--- src/verilog/pbs_consts.vh ---
`ifndef PBS_CONSTS_VH
`define PBS_CONSTS_VH
// Reset values of the programming fields
`define PBS_RST_MULT       12'h040
`define PBS_RST_RANGE      8'h40
`define PBS_RST_REFDIV     4'h1
`define PBS_RST_PRESCALE   2'h0
`define PBS_RST_EXPONENT   2'h0
// Nominal center frequency in kHz
`define PBS_NOM_FREQ_KHZ   16'h007D
// Source edges waited on each side of a switch
`define PBS_SWITCH_EDGES   2'h3
`endif
--- src/verilog/pbs_clock_ctrl.v ---
`include "pbs_consts.vh"

// Overview of operation
// - Hands-off mode: lock detector moves filter between acquisition and tracking itself.
// - Hands-off mode: filter mode bit read-only, follows tolerance window.
// - Hands-off mode: lock indicator read-only, set while in tolerance.
// - Hands-off mode: lock toggle raises interrupt when lock interrupt enable set.
// - Software mode: filter mode bit writable, one tracking, zero acquisition.
// - Software mode: lock indicator disabled, no interrupt.
// - VCO target is reference times two to P times N over R.
// - Prescaler divides VCO clock by two to the P, P from 0 to 3.
// - Center frequency is L times two to E times 125 kHz.
// - P, E, N, L, R writable only while loop power is off.
// - Zero for R or N behaves as one.
// - L of zero disables the loop and forces the oscillator clock.
// - Switch waits three oscillator edges and three prescaled VCO edges, or three system cycles when leaving the VCO; output held static.
// - Switched clock is halved for fifty percent duty.
// - VCO clock cannot be selected while the loop is off.
// - Loop power cannot clear while VCO clock is selected.
// - One write cannot change both loop power and clock selection.
// - Lock change flag set on toggle, cleared by control read or control write, reset clears.
// - Software mode: flag and enable read zero, enable not writable.
// - Select one routes prescaled VCO clock halved, zero oscillator halved.
module pbs_clock_ctrl (
  input  wire        clk_in,
  input  wire        reset_in,
  input  wire        ctl_wr_in,
  input  wire        ctl_rd_in,
  input  wire        lock_irq_enable_in,
  input  wire        pll_power_on_in,
  input  wire        base_clock_select_in,
  input  wire [1:0]  prescale_in,
  input  wire [1:0]  vco_range_exponent_field_in,
  input  wire        bw_wr_in,
  input  wire        auto_mode_in,
  input  wire        filter_mode_bit_in,
  input  wire        multiplier_high_reg_wr_in,
  input  wire [3:0]  multiplier_high_reg_in,
  input  wire        multiplier_low_reg_wr_in,
  input  wire [7:0]  multiplier_low_reg_in,
  input  wire        vco_linear_range_reg_wr_in,
  input  wire [7:0]  vco_linear_range_reg_in,
  input  wire        ref_divider_reg_wr_in,
  input  wire [3:0]  ref_divider_reg_in,
  input  wire        acq_window_in,
  input  wire        lock_window_in,
  input  wire        osc_clock_in,
  input  wire        vco_clock_in,
  output reg         lock_irq_enable_out,
  output reg         lock_change_flag_out,
  output reg         pll_power_on_out,
  output reg         base_clock_select_out,
  output reg  [1:0]  prescale_out,
  output reg  [1:0]  vco_range_exponent_field_out,
  output reg         auto_mode_out,
  output reg         filter_mode_bit_out,
  output reg         lock_out,
  output reg         irq_out,
  output reg  [11:0] multiplier_out,
  output reg  [7:0]  vco_linear_range_out,
  output reg  [3:0]  ref_divider_out,
  output reg  [11:0] eff_multiplier_out,
  output reg  [3:0]  eff_ref_divider_out,
  output reg         pll_enable_out,
  output reg  [17:0] center_range_khz_out,
  output reg         prescaled_vco_clock_out,
  output reg         base_clock_out,
  output reg         switching_out
);

  function [11:0] pbs_zero_as_one;
    input [11:0] v;
    begin
      pbs_zero_as_one = (v == 12'h000) ? 12'h001 : v;
    end
  endfunction

  function [1:0] pbs_edge_count;
    input [1:0] cnt;
    input       hit;
    begin
      pbs_edge_count = (hit && cnt != `PBS_SWITCH_EDGES) ? cnt + 2'h1 : cnt;
    end
  endfunction

  ////////////////////////////////////////////////////////////////////////////
  // Clock switch states
  localparam [1:0] SW_RUN  = 2'h0;
  localparam [1:0] SW_HOLD = 2'h1;
  localparam [1:0] SW_DONE = 2'h2;

  ////////////////////////////////////////////////////////////////////////////
  // Pin synchronisers
  reg  [1:0] acq_s_r;
  reg  [1:0] lock_s_r;
  reg  [1:0] osc_s_r;
  reg  [1:0] vco_s_r;
  reg        osc_d_r;
  reg        vco_d_r;

  always @(posedge clk_in or posedge reset_in) begin
    if (reset_in) begin
      acq_s_r  <= 2'h0;
      lock_s_r <= 2'h0;
      osc_s_r  <= 2'h0;
      vco_s_r  <= 2'h0;
      osc_d_r  <= 1'b0;
      vco_d_r  <= 1'b0;
    end else begin
      acq_s_r  <= {acq_s_r[0], acq_window_in};
      lock_s_r <= {lock_s_r[0], lock_window_in};
      osc_s_r  <= {osc_s_r[0], osc_clock_in};
      vco_s_r  <= {vco_s_r[0], vco_clock_in};
      osc_d_r  <= osc_s_r[1];
      vco_d_r  <= vco_s_r[1];
    end
  end

  // Clocks are sampled as levels and need two system cycles in each phase
  wire osc_edge = osc_s_r[1] & ~osc_d_r;
  wire vco_edge = vco_s_r[1] & ~vco_d_r;

  ////////////////////////////////////////////////////////////////////////////
  // Control and programming registers
  wire range_zero = (vco_linear_range_out == 8'h00);
  wire prog_open  = ~pll_power_on_out;
  wire on_nxt     = base_clock_select_out ? 1'b1 : pll_power_on_in;
  // A write that flips loop power leaves the selection alone
  wire on_change  = (on_nxt != pll_power_on_out);
  wire sel_req    = pll_power_on_out & ~range_zero & base_clock_select_in;
  wire sel_nxt    = on_change ? base_clock_select_out : sel_req;
  wire lock_nxt   = auto_mode_out & pll_enable_out & lock_s_r[1];
  wire lock_toggle = auto_mode_out & (lock_nxt != lock_out);

  always @(posedge clk_in or posedge reset_in) begin
    if (reset_in) begin
      lock_irq_enable_out          <= 1'b0;
      lock_change_flag_out         <= 1'b0;
      pll_power_on_out             <= 1'b1;
      base_clock_select_out        <= 1'b0;
      prescale_out                 <= `PBS_RST_PRESCALE;
      vco_range_exponent_field_out <= `PBS_RST_EXPONENT;
      auto_mode_out                <= 1'b0;
      filter_mode_bit_out          <= 1'b0;
      lock_out                     <= 1'b0;
      irq_out                      <= 1'b0;
      multiplier_out               <= `PBS_RST_MULT;
      vco_linear_range_out         <= `PBS_RST_RANGE;
      ref_divider_out              <= `PBS_RST_REFDIV;
    end else begin
      if (ctl_wr_in) begin
        pll_power_on_out      <= on_nxt;
        base_clock_select_out <= sel_nxt;
        if (auto_mode_out) begin
          lock_irq_enable_out <= lock_irq_enable_in;
        end
        if (prog_open) begin
          prescale_out                 <= prescale_in;
          vco_range_exponent_field_out <= vco_range_exponent_field_in;
        end
      end else if (range_zero) begin
        base_clock_select_out <= 1'b0;
      end
      if (!auto_mode_out) begin
        lock_irq_enable_out <= 1'b0;
      end
      if (bw_wr_in) begin
        auto_mode_out <= auto_mode_in;
      end
      if (auto_mode_out) begin
        filter_mode_bit_out <= acq_s_r[1];
      end else if (bw_wr_in) begin
        filter_mode_bit_out <= filter_mode_bit_in;
      end
      lock_out <= lock_nxt;
      // A lock toggle wins over a read clear in the same cycle
      if (lock_toggle) begin
        lock_change_flag_out <= 1'b1;
      end else if (ctl_rd_in || ctl_wr_in || !auto_mode_out) begin
        lock_change_flag_out <= 1'b0;
      end
      irq_out <= auto_mode_out & lock_irq_enable_out & (lock_change_flag_out | lock_toggle);
      if (prog_open && multiplier_high_reg_wr_in) begin
        multiplier_out[11:8] <= multiplier_high_reg_in;
      end
      if (prog_open && multiplier_low_reg_wr_in) begin
        multiplier_out[7:0] <= multiplier_low_reg_in;
      end
      if (prog_open && vco_linear_range_reg_wr_in) begin
        vco_linear_range_out <= vco_linear_range_reg_in;
      end
      if (prog_open && ref_divider_reg_wr_in) begin
        ref_divider_out <= ref_divider_reg_in;
      end
    end
  end

  ////////////////////////////////////////////////////////////////////////////
  // Derived frequency settings
  wire [11:0] ref_eff = pbs_zero_as_one({8'h00, ref_divider_out});
  wire [17:0] range_scaled = {10'h000, vco_linear_range_out} << vco_range_exponent_field_out;
  // Upper product bits stay zero for every L and E
  wire [33:0] center_full  = range_scaled * `PBS_NOM_FREQ_KHZ;

  always @(posedge clk_in or posedge reset_in) begin
    if (reset_in) begin
      eff_multiplier_out   <= 12'h001;
      eff_ref_divider_out  <= 4'h1;
      pll_enable_out       <= 1'b0;
      center_range_khz_out <= 18'h00000;
    end else begin
      eff_multiplier_out   <= pbs_zero_as_one(multiplier_out);
      eff_ref_divider_out  <= ref_eff[3:0];
      pll_enable_out       <= pll_power_on_out & ~range_zero;
      center_range_khz_out <= center_full[17:0];
    end
  end

  ////////////////////////////////////////////////////////////////////////////
  // Prescaler on VCO edges
  reg  [2:0] pre_cnt_r;
  wire [2:0] pre_top  = (3'h1 << prescale_out) - 3'h1;
  wire       pre_wrap = vco_edge & (pre_cnt_r == pre_top);

  always @(posedge clk_in or posedge reset_in) begin
    if (reset_in) begin
      pre_cnt_r               <= 3'h0;
      prescaled_vco_clock_out <= 1'b0;
    end else if (!pll_enable_out) begin
      pre_cnt_r               <= 3'h0;
      prescaled_vco_clock_out <= 1'b0;
    end else if (pre_top == 3'h0) begin
      // Divide by one passes the synced VCO level straight through
      pre_cnt_r               <= 3'h0;
      prescaled_vco_clock_out <= vco_s_r[1];
    end else if (vco_edge) begin
      pre_cnt_r <= pre_wrap ? 3'h0 : pre_cnt_r + 3'h1;
      if (pre_wrap) begin
        prescaled_vco_clock_out <= 1'b1;
      end else if (pre_cnt_r == (pre_top >> 1)) begin
        prescaled_vco_clock_out <= 1'b0;
      end
    end
  end

  wire pclk_edge = pre_wrap & pll_enable_out;

  ////////////////////////////////////////////////////////////////////////////
  // Glitch-free base clock selector
  reg  [1:0] sw_state_r;
  reg        src_r;
  reg  [1:0] osc_cnt_r;
  reg  [1:0] pclk_cnt_r;
  wire       want_sel = base_clock_select_out & pll_enable_out;
  wire       src_edge = src_r ? pclk_edge : osc_edge;

  always @(posedge clk_in or posedge reset_in) begin
    if (reset_in) begin
      sw_state_r     <= SW_RUN;
      src_r          <= 1'b0;
      osc_cnt_r      <= 2'h0;
      pclk_cnt_r     <= 2'h0;
      base_clock_out <= 1'b0;
      switching_out  <= 1'b0;
    end else begin
      case (sw_state_r)
        SW_RUN: begin
          if (want_sel != src_r) begin
            sw_state_r    <= SW_HOLD;
            osc_cnt_r     <= 2'h0;
            pclk_cnt_r    <= 2'h0;
            switching_out <= 1'b1;
          end else if (src_edge) begin
            base_clock_out <= ~base_clock_out;
          end
        end
        SW_HOLD: begin
          osc_cnt_r  <= pbs_edge_count(osc_cnt_r, osc_edge);
          // Leaving the VCO counts system cycles, so a stopped VCO cannot hang the switch
          pclk_cnt_r <= pbs_edge_count(pclk_cnt_r, pclk_edge | ~want_sel);
          if (osc_cnt_r == `PBS_SWITCH_EDGES && pclk_cnt_r == `PBS_SWITCH_EDGES) begin
            sw_state_r <= SW_DONE;
          end
        end
        SW_DONE: begin
          src_r         <= want_sel;
          sw_state_r    <= SW_RUN;
          switching_out <= 1'b0;
        end
        default: begin
          sw_state_r <= SW_RUN;
        end
      endcase
    end
  end

endmodule // pbs_clock_ctrl

--- config.mk ---
export PLATFORM = sky130hd
export DESIGN_NAME = pbs_clock_ctrl
export DESIGN_NICKNAME = d
export VERILOG_FILES = /design/src/verilog/pbs_clock_ctrl.v
export VERILOG_INCLUDE_DIRS = /design/src /design/src/verilog
export SDC_FILE = /design/constraint.sdc
export NUM_CORES = 1
export LEC_CHECK = 0
export ABC_CLOCK_PERIOD_IN_PS = 8000
export BUFFER_PORTS_ARGS = -buffer_cell sky130_fd_sc_hd__buf_2
export CAP_MARGIN = 20
export CORE_UTILIZATION = 32
export CTS_CLUSTER_DIAMETER = 30
export DETAILED_ROUTE_END_ITERATION = 7
export PLACE_DENSITY = 0.64
export RECOVER_POWER = 50
export SYNTH_ARGS = -nofsm -noshare
export SYNTH_HDL_FRONTEND = slang
export SYNTH_SLANG_ARGS = --single-unit
--- constraint.sdc ---
create_clock -name clk_in -period 8 [get_ports clk_in]
set_clock_uncertainty 0.05 [all_clocks]
set_input_delay 0.8 -clock clk_in [delete_from_list [all_inputs] [get_ports clk_in]]
set_output_delay 0.8 -clock clk_in [all_outputs]
set_load 0.005 [all_outputs]
==> impl_metrics.tcl <==
set metrics [dict create \
    grt_usage 0.138 \
    drt_wl_total_mm 11.4 \
    dieArea_um2 17400 \
    reg2reg_to "center_range_khz_out[17]$_DFF_PP0_" \
    numPortBuffers 119 \
    cts_resized 0 \
    syn_avg_cell_area_um2 11.6 \
    cp_max_fo 15 \
    rsz0062_at_grt "no" \
    syn_nets 590 \
    finalNetCount 699 \
    start_util 0.328 \
    multi_input_area_um2 2740 \
    fmax_ghz 0.179 \
    final_cell_area_um2 6460 \
    critPathArrivalTime_ns 5.81 \
    vias 3726 \
    postSynth.asyncResetShare 1.00 \
    holdBufCountCts 0 \
    drive_above_1_share 0.285 \
    min_period_ns 5.59 \
    place.gp.congestion 0.864 \
    setup_viol 0 \
    endpoint_kind "register" \
    grt_max_degree 55 \
    fp.dieW_um 132 \
    drc 0 \
    fp.dieH_um 132 \
    dp.cells 786 \
    yosysUniqueCellTypes 47 \
    critPathLaunch "vco_range_exponent_field_out[0]$_DFFE_PP0P_" \
    worstSkewPairLatency_ns 0.34 \
    antenna_left 0 \
    ys_ff_latch 94 \
    yosys_warnings 0 \
    dp_hpwl_mm 9.06 \
    max_slew_margin -0.144 \
    clockRootBuffer "clkbuf_16" \
    cts_tree "done" \
    ys_seq_area_frac 0.436 \
    final_cells 802 \
    diodes 0 \
    syn_area_um2 5410 \
    initialDrtViolationCount 127 \
    critPathCapture "center_range_khz_out[17]$_DFF_PP0_" \
    ys.flop_type "dfrtp_1" \
    violations "max-capacitance violations, max-slew violations" \
    worstPathRequired_ns 8.21 \
    h-tree-depth 3 \
    layout_setup_ws_ns 2.41 \
    place_ws_ns 2.38 \
    timing_hold_violations_final 0 \
    via_per_inst 4.65 \
    regArea_um2 2360 \
    pin_count 120 \
    worstSetupStartpointType "register" \
    hp-start "lock_s_r[0]$_DFF_PP0_" \
    rrSetupSlack_ns 2.41 \
    drv_slew 42 \
    clk_path_buf_depth 2 \
    postSynthCellCount 468 \
    tightest_slew_ns 1.71 \
    synthToLayoutAreaGrowth_pct 19.4 \
    cts_num_sinks 94 \
    status "finished with violations" \
    antenna_found_initial 0 \
    period_share 0.699 \
    wire_per_inst_um 14.2 \
    grt_pass1_vias 3945 \
    place_area_um2 6210 \
    r2r_start "vco_range_exponent_field_out[0]$_DFFE_PP0P_" \
    path_clk_slew_ns 0.07 \
    cap_violations 1 \
    drt-pass1-iter-count 4 \
    crit_type "register to register" \
    hold_path_class "register to register" \
    fill_cells 1641 \
    core_um2 16500 \
    synth-edff-count 0 \
    cts-buffers-inserted 9 \
    final.setup.tns_ns 0 \
    gr-total-overflow 0 \
    grt_pass1_wl_mm 19.0 \
    reg2reg_depth 15 \
    rows 47 \
    postCtsSetupBuffers 0 \
]
final cells by class:
type                            count  area share
Sequential cell                    94       0.365
Timing Repair Buffer              120      0.0902
Clock buffer                       11      0.0375
Tap cell                          220      0.0426
Multi-Input combinational cell    292       0.424
Clock inverter                      5     0.00523
Inverter                           60      0.0350
worst max-delay path, cell delays in order, from the launching register on:
cell,delay (ns)
dfrtp_1,0.60
mux2_2,0.39
o21ai_0,0.78
inv_1,0.15
ha_1,0.33
inv_1,0.05
fa_1,0.46
fa_1,0.52
fa_1,0.55
inv_1,0.05
ha_1,0.33
a21o_1,0.23
a221oi_2,0.41
o21ai_2,0.16
a311oi_2,0.30
xnor2_1,0.16
through the flow:
step                      hold slack [ns]   util
after floorplan                     0.281      -
after detailed placement            0.289  0.376
after global placement              0.288  0.376
after CTS                           0.304  0.393
after global routing                0.321  0.391
final                               0.300  0.391
cell usage after synthesis, types with 4 or more instances:
library cell  number  area share
fa_1              32        0.12
nand3_1            7      0.0065
nor2_1            14      0.0097
dfstp_2            6       0.029
xor2_1             8       0.013
a21oi_1           13       0.012
o21a_1             4      0.0055
nor3_1             5      0.0046
nor2b_1           12       0.014
clkbuf_1          20       0.014
a21o_1             6      0.0083
o21ai_0           17       0.016
nand2b_1           7      0.0081
mux2_2            32       0.067
nand2_1           18       0.012
inv_1             60       0.042
dfrtp_1           88        0.41
mux2i_1            8       0.015
xnor2_1           17       0.028
a31oi_1            5      0.0058
nor4_1             4      0.0046
ha_1              44        0.10
worst min-delay path by stage:
| stage | end | slack [ns] | depth (start not counted) |
|---|---|---|---|
| finish | lock_s_r[1]$_DFF_PP0_ | 0.30 | 0 |
| global route | lock_s_r[1]$_DFF_PP0_ | 0.32 | 0 |
| CTS | lock_s_r[1]$_DFF_PP0_ | 0.30 | 0 |
| detailed placement | lock_s_r[1]$_DFF_PP0_ | 0.29 | 0 |
| global placement | vco_s_r[1]$_DFF_PP0_ | 0.29 | 0 |
| floorplan | acq_s_r[1]$_DFF_PP0_ | 0.28 | 0 |
cells in the final DEF (no fill, tap or decap), drive strengths merged, types with 3 or more instances in the layout:
cell type	count
buf	104
xor2	8
fa	32
nor3b	3
dfstp	6
nand2	18
nand2b	7
o21ai	19
nor2	14
nand3	7
a21oi	13
dfrtp	88
and3	4
ha	44
clkbuf	27
nor2b	12
xnor2	17
nor3	5
or2	3
mux2	32
o31ai	3
mux2i	8
a21o	7
a31oi	5
clkinvlp	3
nor4	4
o21a	4
inv	60
registers in the layout (all words and copies together) (netlist names), 2 cells and up:
signal	cells
multiplier_out	12
center_range_khz_out	18
eff_multiplier_out	12
eff_ref_divider_out	4
sw_state_r	2
vco_linear_range_out	8
ref_divider_out	4
prescale_out	2
vco_s_r	2
lock_s_r	2
pre_cnt_r	3
vco_range_exponent_field_out	2
pclk_cnt_r	2
acq_s_r	2
osc_cnt_r	2
osc_s_r	2
metal layers:
metal | track usage | wire [um] | vias to the layer above
li1 | - | - | 1776
met1 | 0.173 | 4960 | 1839
met2 | 0.235 | 5700 | 97
met3 | 0.0331 | 595 | 14
met4 | 0.0407 | 137 | 0
met5 | 0 | 0 | -
kinds of logic after synthesis:
kind of cell,share of synthesized area
buf+inv,0.0573
compound gates,0.0869
simple gates,0.0781
mux,0.0814
xor+xnor,0.0404
fa+ha+maj,0.220
flops,0.436
Power is not shown: default switching activity piles up to over one toggle a cycle in this logic, so the estimate is an artifact.
